## config.mk

```make
export PLATFORM = sky130hd
export DESIGN_NAME = acs_top
export DESIGN_NICKNAME = d
export VERILOG_FILES = /design/src/acs_pkg.sv /design/src/acs_trig_select.sv /design/src/acs_chan_decode.sv /design/src/acs_top.sv
export SDC_FILE = /design/constraint.sdc
export NUM_CORES = 1
export LEC_CHECK = 0
export BUFFER_PORTS_ARGS = -buffer_cell sky130_fd_sc_hd__buf_2
export CAP_MARGIN = 15
export CORE_MARGIN = 4
export CORE_UTILIZATION = 53
export DETAILED_ROUTE_END_ITERATION = 7
export HOLD_SLACK_MARGIN = 0.15
export PLACE_DENSITY = 0.78
export SLEW_MARGIN = 20
export SYNTH_ARGS = -nofsm -noshare
export SYNTH_HDL_FRONTEND = slang
export SYNTH_HIERARCHICAL = 1
export SYNTH_SLANG_ARGS = --single-unit
```

## constraint.sdc

```tcl
create_clock -name ref_clk -period 3.4 [get_ports ref_clk]
set_clock_uncertainty 0.2 [all_clocks]
set_input_delay 0.51 -clock ref_clk [delete_from_list [all_inputs] [get_ports ref_clk]]
set_output_delay 0.51 -clock ref_clk [all_outputs]
set_load 0.02 [all_outputs]
```

## src/acs_pkg.sv

```systemverilog
// types and constants for the converter glue
package acs_pkg;

    // register byte offsets
    localparam logic [7:0] ADDR_CTRL   = 8'h00;
    localparam logic [7:0] ADDR_START  = 8'h04;
    localparam logic [7:0] ADDR_STATUS = 8'h08;
    localparam logic [7:0] ADDR_MASK   = 8'h0C;
    localparam logic [7:0] ADDR_RESULT = 8'h10;
    localparam logic [7:0] ADDR_INFO   = 8'h14;

    // field positions
    localparam int CTRL_W        = 21;
    localparam int START_BIT     = 0;
    localparam int ST_DONE       = 0;
    localparam int ST_REFUSED    = 1;
    localparam int ST_CLK_SUBST  = 2;
    localparam int ST_W          = 3;
    localparam int INFO_CLK_LSB  = 0;
    localparam int INFO_MODE_LSB = 4;
    localparam int INFO_CHIP_LSB = 8;

    // reset values
    localparam logic [CTRL_W-1:0] CTRL_RST = 21'h00001F;
    localparam logic [ST_W-1:0]   MASK_RST = 3'h0;

    // channel codes
    localparam logic [4:0] CH_PAIR_LAST = 5'h03;
    localparam logic [4:0] CH_DM0       = 5'h13;
    localparam logic [4:0] CH_DM1       = 5'h14;
    localparam logic [4:0] CH_DAC       = 5'h17;
    localparam logic [4:0] CH_TEMP      = 5'h1A;
    localparam logic [4:0] CH_BANDGAP   = 5'h1B;
    localparam logic [4:0] CH_HIGH_REFERENCE_INPUT     = 5'h1D;
    localparam logic [4:0] CH_LOW_REFERENCE_INPUT     = 5'h1E;
    localparam logic [4:0] CH_DISABLE   = 5'h1F;

    // conversion clock select codes
    localparam logic [1:0] CLK_BUS   = 2'h0;
    localparam logic [1:0] CLK_RC48  = 2'h1;
    localparam logic [1:0] CLK_OSC   = 2'h2;
    localparam logic [1:0] CLK_ASYNC = 2'h3;

    typedef enum logic [3:0] {
        CHIP_RUN, CHIP_WAIT, CHIP_STOP, CHIP_VLPR, CHIP_VERY_LOW_POWER_WAIT, CHIP_VERY_LOW_POWER_STOP,
        CHIP_LLS, CHIP_VERY_LOW_LEAKAGE_STOP_3, CHIP_VLLS2, CHIP_VLLS1, CHIP_VLLS0,
        CHIP_COMPUTE, CHIP_PARTIAL_STOP_1
    } acs_chip_mode_t;

    typedef enum logic [1:0] {CM_RUN, CM_WAIT, CM_NSTOP, CM_LPSTOP} acs_conv_mode_t;

    typedef enum logic [3:0] {
        SRC_NONE, SRC_PAIR, SRC_PIN_P, SRC_PIN_M, SRC_SE_A, SRC_SE_B, SRC_DAC,
        SRC_TEMP, SRC_BANDGAP, SRC_HIGH_REFERENCE_INPUT, SRC_LOW_REFERENCE_INPUT, SRC_OFF
    } acs_src_kind_t;

    typedef struct packed {
        acs_src_kind_t kind;
        logic [4:0]    index;
        logic          neg_en;
    } acs_sel_t;

    typedef struct packed {
        logic       dma_en;
        logic [3:0] pdb_in_sel;
        logic       hw_trig_en;
        logic       alt_trig_en;
        logic [3:0] alt_trigger_source_select;
        logic [1:0] conversion_clock_select;
        logic       reference_source_select;
        logic       alt_input_set_select;
        logic       diff;
        logic [4:0] conversion_channel_code;
    } acs_ctrl_t;

    typedef struct packed {
        logic       ext_pin;
        logic [1:0] analog_comparator;
        logic [3:0] periodic_interval_timer;
        logic [2:0] flexible_timer;
        logic       low_power_timer;
    } acs_trig_src_t;

    typedef struct packed {
        logic [7:0]  addr;
        logic [31:0] wdata;
        logic        wr;
        logic        rd;
    } acs_bus_req_t;

    // trigger level for a source code, reserved give 0
    function automatic logic trig_pick(input acs_trig_src_t s, input logic [3:0] code);
        logic r;
        r = 1'b0;
        case (code)
            4'h0: r = s.ext_pin;
            4'h1: r = s.analog_comparator[0];
            4'h2: r = s.analog_comparator[1];
            4'h4, 4'h5, 4'h6, 4'h7: r = s.periodic_interval_timer[code[1:0]];
            4'h8: r = s.flexible_timer[0];
            4'h9: r = s.flexible_timer[1];
            4'hA: r = s.flexible_timer[2];
            4'hE: r = s.low_power_timer;
            default: r = 1'b0;
        endcase
        return r;
    endfunction : trig_pick

    // modes limited to async and alternate clocks
    function automatic logic clk_restricted(input acs_chip_mode_t m);
        return (m == CHIP_COMPUTE) || (m == CHIP_PARTIAL_STOP_1) || (m == CHIP_STOP) ||
               (m == CHIP_VERY_LOW_POWER_STOP);
    endfunction : clk_restricted

endpackage : acs_pkg

```

## src/acs_trig_select.sv

```systemverilog
// trigger source multiplexer with rising-edge detection
`timescale 1ns/100ps
`default_nettype none
module acs_trig_select
    import acs_pkg::*;
(
    input  wire logic               ref_clk,
    input  wire logic               reset,
    input  wire logic               clk_en,
    input  wire acs_pkg::acs_trig_src_t src,
    input  wire logic [3:0]         sel,
    output logic                    pulse
);
    logic level_reg;
    logic level_next;

    always_comb
    begin
        level_next = trig_pick(src, sel);
    end

    always_ff @(posedge ref_clk)
    begin
        if (reset)
            level_reg <= 1'b0;
        else if (clk_en)
            level_reg <= level_next;
    end

    // a change of source code can fake one edge; accepted
    assign pulse = clk_en & level_next & ~level_reg;
endmodule : acs_trig_select
`default_nettype wire

```

## src/acs_chan_decode.sv

```systemverilog
// channel code and differential flag to converter input selection
`timescale 1ns/100ps
`default_nettype none
module acs_chan_decode
    import acs_pkg::*;
(
    input  wire logic [4:0]  chan,
    input  wire logic        diff,
    input  wire logic        set_b,
    output acs_pkg::acs_sel_t sel
);
    always_comb
    begin
        sel = '{kind: SRC_NONE, index: chan, neg_en: 1'b0};
        if (chan == CH_DISABLE)
            sel.kind = SRC_OFF;
        else if (chan <= CH_PAIR_LAST)
        begin
            sel.kind   = diff ? SRC_PAIR : SRC_PIN_P;
            sel.neg_en = diff;
        end
        else if (diff)
        begin
            case (chan)
                CH_TEMP:    sel.kind = SRC_TEMP;
                CH_BANDGAP: sel.kind = SRC_BANDGAP;
                CH_HIGH_REFERENCE_INPUT:   sel.kind = SRC_HIGH_REFERENCE_INPUT;
                default:    sel.kind = SRC_NONE;
            endcase
        end
        else
        begin
            case (chan)
                5'h04, 5'h05, 5'h06, 5'h07:
                    sel.kind = set_b ? SRC_SE_B : SRC_SE_A;
                5'h08, 5'h09, 5'h0C, 5'h0D, 5'h0E, 5'h0F, 5'h11, 5'h12:
                    sel.kind = SRC_PIN_P;
                CH_DM0:
                begin
                    sel.kind  = SRC_PIN_M;
                    sel.index = 5'h00;
                end
                CH_DM1:
                begin
                    sel.kind  = SRC_PIN_M;
                    sel.index = 5'h01;
                end
                CH_DAC:     sel.kind = SRC_DAC;
                CH_TEMP:    sel.kind = SRC_TEMP;
                CH_BANDGAP: sel.kind = SRC_BANDGAP;
                CH_HIGH_REFERENCE_INPUT:   sel.kind = SRC_HIGH_REFERENCE_INPUT;
                CH_LOW_REFERENCE_INPUT:   sel.kind = SRC_LOW_REFERENCE_INPUT;
                default:    sel.kind = SRC_NONE;
            endcase
        end
    end
endmodule : acs_chan_decode
`default_nettype wire

```

## src/acs_top.sv

```systemverilog
// converter glue top: input, trigger, clock and power-mode selection
// Overview of operation
// - differential pairs or positive input, codes 0-3
// - single-ended codes 4-7 pick set a or b
// - code 31 disables the converter
// - reference select picks primary or 1.2 V
// - software and hardware starts, delay block default
// - alternate trigger select bypasses the delay block
// - low-power conversions, result stored, waking interrupt
// - two-bit select picks one of four clocks
// - restricted clocks in stop-like and compute modes, RC off only in very-low-power stop
// - chip low-power modes map onto converter modes
// - delay block input accepts low-power timer
// - conversion completion can request DMA
//
// Design decisions made here: the plain strobed port and the register offsets.
`timescale 1ns/100ps
`default_nettype none
module acs_top
    import acs_pkg::*;
(
    input  wire logic                    ref_clk,
    input  wire logic                    reset,
    input  wire logic                    clk_en,
    input  wire logic [7:0]              reg_addr,
    input  wire logic [31:0]             reg_wdata,
    input  wire logic                    reg_wr,
    input  wire logic                    reg_rd,
    output logic [31:0]                  reg_rdata,
    input  wire acs_pkg::acs_trig_src_t  trig_src,
    input  wire logic                    pdb_adc_trig,
    input  wire acs_pkg::acs_chip_mode_t chip_mode,
    input  wire logic                    bandgap_buffer_enable,
    input  wire logic                    conv_done,
    input  wire logic [15:0]             conv_result,
    output acs_pkg::acs_sel_t            input_sel,
    output logic                         conv_enable,
    output logic                         ref_use_alt,
    output logic [1:0]                   conv_clk_sel,
    output acs_pkg::acs_conv_mode_t      conv_mode,
    output logic                         conv_start,
    output logic                         pdb_in_trig,
    output logic                         dma_req,
    output logic                         irq,
    output logic                         wake_req
);
    typedef enum logic {FSM_IDLE, FSM_BUSY} acs_fsm_t;

    typedef struct packed {
        acs_ctrl_t       ctrl;
        logic [ST_W-1:0] status;
        logic [ST_W-1:0] mask;
        logic [15:0]     result;
        logic [31:0]     rdata;
        acs_fsm_t        fsm;
        acs_sel_t        sel;
        logic            conv_en;
        logic            ref_alt;
        logic [1:0]      clk_sel;
        acs_conv_mode_t  mode;
        logic            start;
        logic            pdb_in;
        logic            dma;
        logic            irq;
        logic            wake;
    } acs_state_t;

    acs_state_t state_reg;
    acs_state_t state_next;
    acs_sel_t   dec_sel;
    logic       alt_pulse;
    logic       pdb_in_pulse;
    logic       pdb_edge_reg;
    logic       hw_trig;
    logic       sw_start;
    logic       start_req;
    logic       start_ok;
    logic       done_evt;
    logic       refuse_evt;
    logic       subst_evt;
    logic [1:0] clk_pick;
    logic       lp_mode;
    acs_conv_mode_t mode_pick;

    acs_chan_decode u_decode (
        .chan  (state_reg.ctrl.conversion_channel_code),
        .diff  (state_reg.ctrl.diff),
        .set_b (state_reg.ctrl.alt_input_set_select),
        .sel   (dec_sel)
    );

    acs_trig_select u_alt_trig (
        .ref_clk (ref_clk),
        .reset   (reset),
        .clk_en  (clk_en),
        .src     (trig_src),
        .sel     (state_reg.ctrl.alt_trigger_source_select),
        .pulse   (alt_pulse)
    );

    // delay block input trigger, same source map
    acs_trig_select u_pdb_in (
        .ref_clk (ref_clk),
        .reset   (reset),
        .clk_en  (clk_en),
        .src     (trig_src),
        .sel     (state_reg.ctrl.pdb_in_sel),
        .pulse   (pdb_in_pulse)
    );

    always_ff @(posedge ref_clk)
    begin
        if (reset)
            pdb_edge_reg <= 1'b0;
        else if (clk_en)
            pdb_edge_reg <= pdb_adc_trig;
    end

    always_comb
    begin
        // chip to converter power mode
        case (chip_mode)
            CHIP_WAIT, CHIP_VERY_LOW_POWER_WAIT:   mode_pick = CM_WAIT;
            CHIP_STOP, CHIP_VERY_LOW_POWER_STOP:   mode_pick = CM_NSTOP;
            CHIP_LLS, CHIP_VERY_LOW_LEAKAGE_STOP_3, CHIP_VLLS2, CHIP_VLLS1, CHIP_VLLS0:
                                    mode_pick = CM_LPSTOP;
            default:                mode_pick = CM_RUN;
        endcase
        lp_mode = (mode_pick != CM_RUN) || clk_restricted(chip_mode);

        // async clock stands in for one that is off in this mode
        clk_pick  = state_reg.ctrl.conversion_clock_select;
        subst_evt = 1'b0;
        if (clk_restricted(chip_mode) && clk_pick == CLK_BUS)
        begin
            clk_pick  = CLK_ASYNC;
            subst_evt = 1'b1;
        end
        else if (chip_mode == CHIP_VERY_LOW_POWER_STOP && clk_pick == CLK_RC48)
        begin
            clk_pick  = CLK_ASYNC;
            subst_evt = 1'b1;
        end
        subst_evt = subst_evt && state_reg.start;

        // delay block idles in low-power modes
        if (state_reg.ctrl.alt_trig_en)
            hw_trig = alt_pulse;
        else
            hw_trig = pdb_adc_trig && !pdb_edge_reg && !lp_mode;
        hw_trig  = hw_trig && state_reg.ctrl.hw_trig_en;
        sw_start = reg_wr && reg_addr == ADDR_START && reg_wdata[START_BIT];
        start_req = (sw_start || hw_trig) && state_reg.fsm == FSM_IDLE;
        // reserved codes and unbuffered bandgap refused
        start_ok = dec_sel.kind != SRC_NONE && dec_sel.kind != SRC_OFF &&
                   !(dec_sel.kind == SRC_BANDGAP && !bandgap_buffer_enable);
        refuse_evt = start_req && !start_ok;
        done_evt   = conv_done && state_reg.fsm == FSM_BUSY;

        state_next       = state_reg;
        state_next.start = 1'b0;
        state_next.dma   = 1'b0;
        state_next.rdata = 32'h00000000;
        state_next.sel   = dec_sel;
        state_next.conv_en = dec_sel.kind != SRC_OFF;
        state_next.ref_alt = state_reg.ctrl.reference_source_select;
        state_next.clk_sel = clk_pick;
        state_next.mode    = mode_pick;
        state_next.pdb_in  = pdb_in_pulse;

        if (reg_wr)
        begin
            case (reg_addr)
                ADDR_CTRL: state_next.ctrl = acs_ctrl_t'(reg_wdata[CTRL_W-1:0]);
                ADDR_MASK: state_next.mask = reg_wdata[ST_W-1:0];
                default:   ;
            endcase
        end

        if (reg_rd)
        begin
            case (reg_addr)
                ADDR_CTRL:   state_next.rdata = {11'h000, state_reg.ctrl};
                ADDR_STATUS:
                begin
                    state_next.rdata  = {29'h00000000, state_reg.status};
                    state_next.status = 3'h0;
                end
                ADDR_MASK:   state_next.rdata = {29'h00000000, state_reg.mask};
                ADDR_RESULT: state_next.rdata = {16'h0000, state_reg.result};
                ADDR_INFO:
                begin
                    state_next.rdata[INFO_CLK_LSB +: 2]  = state_reg.clk_sel;
                    state_next.rdata[INFO_MODE_LSB +: 2] = state_reg.mode;
                    state_next.rdata[INFO_CHIP_LSB +: 4] = chip_mode;
                    state_next.rdata[12]                 = state_reg.fsm == FSM_BUSY;
                end
                default:     state_next.rdata = 32'h00000000;
            endcase
        end

        case (state_reg.fsm)
            FSM_IDLE:
            begin
                if (start_req && start_ok)
                begin
                    state_next.start = 1'b1;
                    state_next.fsm   = FSM_BUSY;
                end
            end
            FSM_BUSY:
            begin
                if (done_evt)
                begin
                    state_next.result = conv_result;
                    state_next.dma    = state_reg.ctrl.dma_en;
                    state_next.fsm    = FSM_IDLE;
                end
            end
            default: state_next.fsm = FSM_IDLE;
        endcase

        // event beats a clearing read
        state_next.status[ST_DONE]      = state_next.status[ST_DONE] | done_evt;
        state_next.status[ST_REFUSED]   = state_next.status[ST_REFUSED] | refuse_evt;
        state_next.status[ST_CLK_SUBST] = state_next.status[ST_CLK_SUBST] | subst_evt;
        state_next.irq  = |(state_next.status & state_next.mask);
        state_next.wake = state_next.irq && lp_mode;
    end

    always_ff @(posedge ref_clk)
    begin
        if (reset)
        begin
            state_reg         <= '0;
            state_reg.ctrl    <= acs_ctrl_t'(CTRL_RST);
            state_reg.mask    <= MASK_RST;
            state_reg.fsm     <= FSM_IDLE;
            state_reg.sel     <= '{kind: SRC_OFF, index: 5'h1F, neg_en: 1'b0};
            state_reg.mode    <= CM_RUN;
        end
        else if (clk_en)
            state_reg <= state_next;
    end

    assign reg_rdata    = state_reg.rdata;
    assign input_sel    = state_reg.sel;
    assign conv_enable  = state_reg.conv_en;
    assign ref_use_alt  = state_reg.ref_alt;
    assign conv_clk_sel = state_reg.clk_sel;
    assign conv_mode    = state_reg.mode;
    assign conv_start   = state_reg.start;
    assign pdb_in_trig  = state_reg.pdb_in;
    assign dma_req      = state_reg.dma;
    assign irq          = state_reg.irq;
    assign wake_req     = state_reg.wake;
endmodule : acs_top
`default_nettype wire

```

# ---- Word-level counts from Yosys, hierarchy flattened
# Memory sizes are Yosys's and may differ from the RTL's.
# Cells that the tools add are included.
dict set report op_classes {
  order_cmp 3
  n_eq_ne 52
  mux 40
  n_bitwise 11
  reduce_logical 40
}
# cell count
set ops {}
lappend ops {{5-bit equality test (second input constant)} 10}
lappend ops {{4-bit equality test (second input constant)} 11}
lappend ops {{4-bit by 3-bit equality test with 1-bit output (second input constant)} 9}
lappend ops {{4-bit one-hot mux with 8 select lines} 1}
lappend ops {{5-bit by 4-bit equality test with 1-bit output (second input constant)} 6}
lappend ops {{21-bit two-way mux} 1}
lappend ops {{5-bit by 3-bit equality test with 1-bit output (second input constant)} 4}
lappend ops {{8-bit by 4-bit equality test with 1-bit output (second input constant)} 2}
lappend ops {{8-bit by 5-bit equality test with 1-bit output (second input constant)} 2}
lappend ops {{1-bit logical AND} 16}
lappend ops {{1-bit one-hot mux with 8 select lines} 2}
lappend ops {{8-bit one-hot mux with 2 select lines} 1}
lappend ops {{5-bit one-hot mux with 3 select lines} 1}
lappend ops {{4-bit by 2-bit equality test with 1-bit output (second input constant)} 3}
lappend ops {{1-bit two-way mux} 12}
lappend ops {{3-bit two-way mux} 4}
lappend ops {{4-bit two-way mux} 3}
lappend ops {{4-bit one-hot mux with 3 select lines} 1}
lappend ops {{4-bit OR reduction} 3}
lappend ops {{5-bit two-way mux} 2}
lappend ops {{2-bit one-hot mux with 5 select lines} 1}
lappend ops {{5-bit one-hot mux with 2 select lines} 1}
lappend ops {{4-bit by 1-bit equality test with 1-bit output (second input constant)} 2}
lappend ops {{8-bit by 3-bit equality test with 1-bit output (second input constant)} 1}
lappend ops {{other kinds (26)} 47}
dict set report word_totals {
  register_bits 100
  romBits 32
  input_bits 79
  output_inout_bits 53
  word_cells 177
  mem_count 1
}
# memory words word_bits read_ports rd_clocked_by_memory_dff write_ports line_no
set memory_table {}
lappend memory_table {{(name not given)} 16 2 1 0 0 acs_top.sv:122} ;# case (chip_mode)

# ---- Longest topological paths before layout
dict set report depth {
  depth_word 16
  depth_mapped 10
  depth_no_buf 9
}

# ---- Hierarchy
# The synthesis kept the hierarchy.
# mod n_inst cells_per_inst area_per_inst_um2 seq_area_each_um2
set by_module_without_submodules {}
lappend by_module_without_submodules {acs_top 1 499 4310.4 1741.7}
lappend by_module_without_submodules {acs_trig_select 2 21 177.7 20.0}
lappend by_module_without_submodules {acs_chan_decode 1 50 290.3 0.0}

# ---- Least setup slack after synthesis
# OpenSTA, ideal clock, no wires.
dict set report synth_timing {
  kind {input port to flip-flop}
  start {in trig_src[2] in the netlist's numbering}
  end {reg state_reg, in the netlist wake_req}
  setup_ps 140
  arrival_time_ps 2284
  required_ps 3060
  setup_slack_ps 776
  stages 9
  n_path_buf 0
  cell_sequence {mux4_2 > nor3b_2 > nor4_1 > nor3_1 > a32o_2 > nor2_2 > a2111oi_4 > o311ai_1 > o221ai_1}
}
dict set report synth_between {
  elab_chain_len 12
}
# element line_no
set synth_rtl {}
lappend synth_rtl {{from (decl)} acs_top.sv:30} ;# input wire acs_pkg::acs_trig_src_t trig_src,
lappend synth_rtl {{1-bit one-hot mux with 8 select lines} acs_pkg.sv:95} ;# case (code)
lappend synth_rtl {{1-bit AND (2 in series)} acs_trig_select.sv:31} ;# assign pulse = clk_en & level_next & ~level_reg;
lappend synth_rtl {{via alt_pulse} acs_top.sv:71} ;# logic alt_pulse;
lappend synth_rtl {{1-bit two-way mux} acs_top.sv:147} ;# if (state_reg.ctrl.alt_trig_en)
lappend synth_rtl {{1-bit logical AND} acs_top.sv:151} ;# hw_trig = hw_trig && state_reg.ctrl.hw_trig_en;
lappend synth_rtl {{1-bit logical OR} acs_top.sv:153} ;# start_req = (sw_start || hw_trig) && state_reg.fsm == FSM_IDLE;
lappend synth_rtl {{1-bit logical AND} acs_top.sv:153}
lappend synth_rtl {{1-bit logical AND} acs_top.sv:157} ;# refuse_evt = start_req && !start_ok;
lappend synth_rtl {{1-bit OR} acs_top.sv:225} ;# state_next.status[ST_REFUSED] = state_next.status[ST_REFUSED] | refuse_evt;
lappend synth_rtl {{3-bit AND} acs_top.sv:227} ;# state_next.irq = |(state_next.status & state_next.mask);
lappend synth_rtl {{3-bit OR reduction} acs_top.sv:227}
lappend synth_rtl {{1-bit logical AND} acs_top.sv:228} ;# state_next.wake = state_next.irq && lp_mode;
lappend synth_rtl {{to (signal assigned)} acs_top.sv:243} ;# state_reg <= state_next;
lappend synth_rtl {{to (decl)} acs_top.sv:68} ;# acs_state_t state_reg;
# The timed path passes the listed nets, and every way through them passes these cells.
# A chain may end at the register's enable or synchronous reset.

==> results.md <==
* Run status: complete, no violations
* Max reg flops at 43
* Fin cells at 757
* Hold Violations, Final at 0
* Post-Route WL at 12440 um
* Hold WS at 0.1769 ns
* WHS Path Cells at 3
* Post-Syn Area at 4956 sq um
* GPL Wtd Cong at 0.9347
* Resized cells post-CTS at 0
* Post-synth top flop: dfxtp_1
* Worst-Margin Slew at 0.7981 ns
* Die area at 10960 sq um
* CP Class: flip-flop to flip-flop
* Placed Instances at 741
* Mapped Cells at 591
* Ratio of cells with drive above 1 in the final layout at 24.77%
* GR Overflow Total at 0
* Root buf cell: clkbuf_8
* RSZ-0062 raised after global routing: no
* Global-route wire length before repair at 20180 um
* Die width at 104.7 um
* Sequential share of power at 53.0%
* Via count at 4339
* Placement row count at 35
* Via density at 5.732
* Worst EP required at 3.48 ns
* Final Setup Violations at 0
* Num ports at 132
* Drt wl/cell at 16.43 um
* Max-cap violations at 0
* Largest net degree at the start of global routing at 35
* Post-synth EDFFs at 0
* Worst setup EP type: flip-flop
* CTS clk-pin slew, worst paths at 0.09 ns
* Final TNS setup at 0 ns
* Initial antenna violation count at 0
* Vias in the first global route at 4111
* Pleak at 0.002136 uW
* Final-stage net count at 720
* CP arrival at 3.01 ns
* Chip Height at 104.7 um
* Number of H-tree levels at 3
* Hold EP: state_reg[57]
* Async SR Flop Fraction at 0%
* VDD IR-drop max at 0.2272 mV
* Ant diodes at 0
* Core ar. at 9153 sq um
* Critical Path Start Type: flip-flop
* Power Density at 375.4 nW/um^2
* Post-synth cell types at 68
* Final period util at 86.24%
* Detailed Place HPWL at 9179 um
* Reg2reg start: state_reg[79]
* Initial Util at 54.15%
* Most common library cell in the layout ignoring fill and taps: buf_2
* Clk Latency, worst-skew pair at 0.36 ns
* FF-to-FF path depth at 9
* CTS tree: built
* Yosys reg bits at 89
* DRT Pass-1 Iters at 5
* Port buffer count at 109
* Antenna Nets Post-Route at 0
* Critical R2R Capture: irq
* Internal power at 1480 uW
* Drt drc at 0
* Max-slew headroom at 46.65%
* Switch share at 26.02%
* Maximum root-to-sink buffer count at 2
* Final Max Slew Viols at 0
* Most frequent cells in the layout: buf_2 (109), nand2_1 (97), dfxtp_1 (89)
* GRT Total Usage at 22.42%
* Hold_buf cts at 0
* CTS Sinks at 89
* Max Fclk at 0.3411 GHz
* Psw at 520.4 uW
* Crit path time final at 2.932 ns
* Logic pwr share at 10.7%
* Pre-CTS setup slack at 0.4943 ns
* Clk network pwr share at 36.3%
* CTS Buf Count at 9
* Reg-to-reg setup timing slack at 0.47 ns
* Hold Crit Class: primary input to flip-flop
* YS warnings at 6
* Area Growth Syn to Fin at 7.523%
* Register area share after synthesis at 35.95%
* CP max FO at 15
* Initial DRC count at 254
* Final worst slack at 0.4679 ns
* Synthesized area per cell at 8.386 sq um
* Post-CTS setup buffer count at 0
* Core Util, Final at 58.22%
* Hold path start: conv_result[3]
metal layers:
metal	routed length (um)	GRT usage, %	vias to the layer above
li1	-	-	2136
met1	5348	28.94	2022
met2	5997	37.41	158
met3	817	3.830	23
met4	272	8.716	0
met5	0	0	-
kinds of logic (layout without fill, tap and decap cells):
| kind of cell | after synthesis | count (layout) | synth area share, % |
|---|---|---|---|
| flip-flops | 89 | 89 | 35.95 |
| AO/OA/AOI/OAI | 133 | 133 | 19.21 |
| AND/OR/NAND/NOR | 240 | 240 | 24.54 |
| XOR/XNOR | 2 | 2 | 0.3535 |
| buffers and inverters | 94 | 139 | 12.65 |
| other | 1 | 11 | 0.07567 |
| multiplexers | 32 | 32 | 7.220 |
power by group through the flow:
stage          clock network (uW)  logic (uW)  registers [uW]
2_1_floorplan                   0         158            1080
3_3_place_gp                    0         207            1080
3_5_place_dp                    0         212            1080
4_1_cts                       738         212            1060
5_1_grt                       788         233            1060
6_report                      727         213            1060
synthesized netlist by cell type, drive strengths merged, types with 10 or more instances:
library cell | number | area share [%]
mux2 | 10 | 2.3
mux2i | 20 | 4.0
buf | 66 | 9.7
nand3b | 11 | 1.7
a22oi | 15 | 2.3
nor2 | 44 | 3.4
a211o | 10 | 1.8
clkbuf | 22 | 2.5
nand2 | 97 | 7.3
nand3 | 12 | 1.2
dfxtp | 89 | 36
nor3 | 14 | 1.4
nor2b | 20 | 2.5
a21oi | 48 | 4.8
critical path, stage by stage (launching register included):
cell,delay (ns)
dfxtp_1,0.64
nor2_1,0.19
nand3b_1,0.21
a31oi_1,0.18
o22ai_1,0.14
a211o_1,0.29
a21o_1,0.23
nor4_1,0.41
o31ai_2,0.13
a311oi_2,0.23
how the worst max path moves through the flow:
stage	from	end	slack (ns)
final	state_reg[79]	irq	0.47
after global routing	state_reg[78]	irq	0.17
after global placement	trig_src[2]	wake_req	0.48
after floorplan	trig_src[2]	wake_req	0.78
after CTS	state_reg[79]	irq	0.50
after detailed placement	trig_src[2]	wake_req	0.49
area by class of cell:
| cell class | count | area (sq um) |
|---|---|---|
| Clock inverter | 6 | 67.56 |
| Sequential cell | 89 | 1782 |
| Inverter | 6 | 22.52 |
| Fill cell | 838 | 3824 |
| Timing Repair Buffer | 117 | 605.6 |
| Clock buffer | 10 | 127.6 |
| Multi-Input combinational cell | 418 | 2585 |
| Tap cell | 111 | 138.9 |
per-stage QoR:
stage | instance area [sq um] | power (uW)
final | 5329 | 2000
after global routing | 5329 | 2082
after CTS | 5329 | 2011
after detailed placement | 5134 | 1296
after global placement | 5134 | 1291
after floorplan | 4994 | 1243
Power figures use the tool's default switching activity.
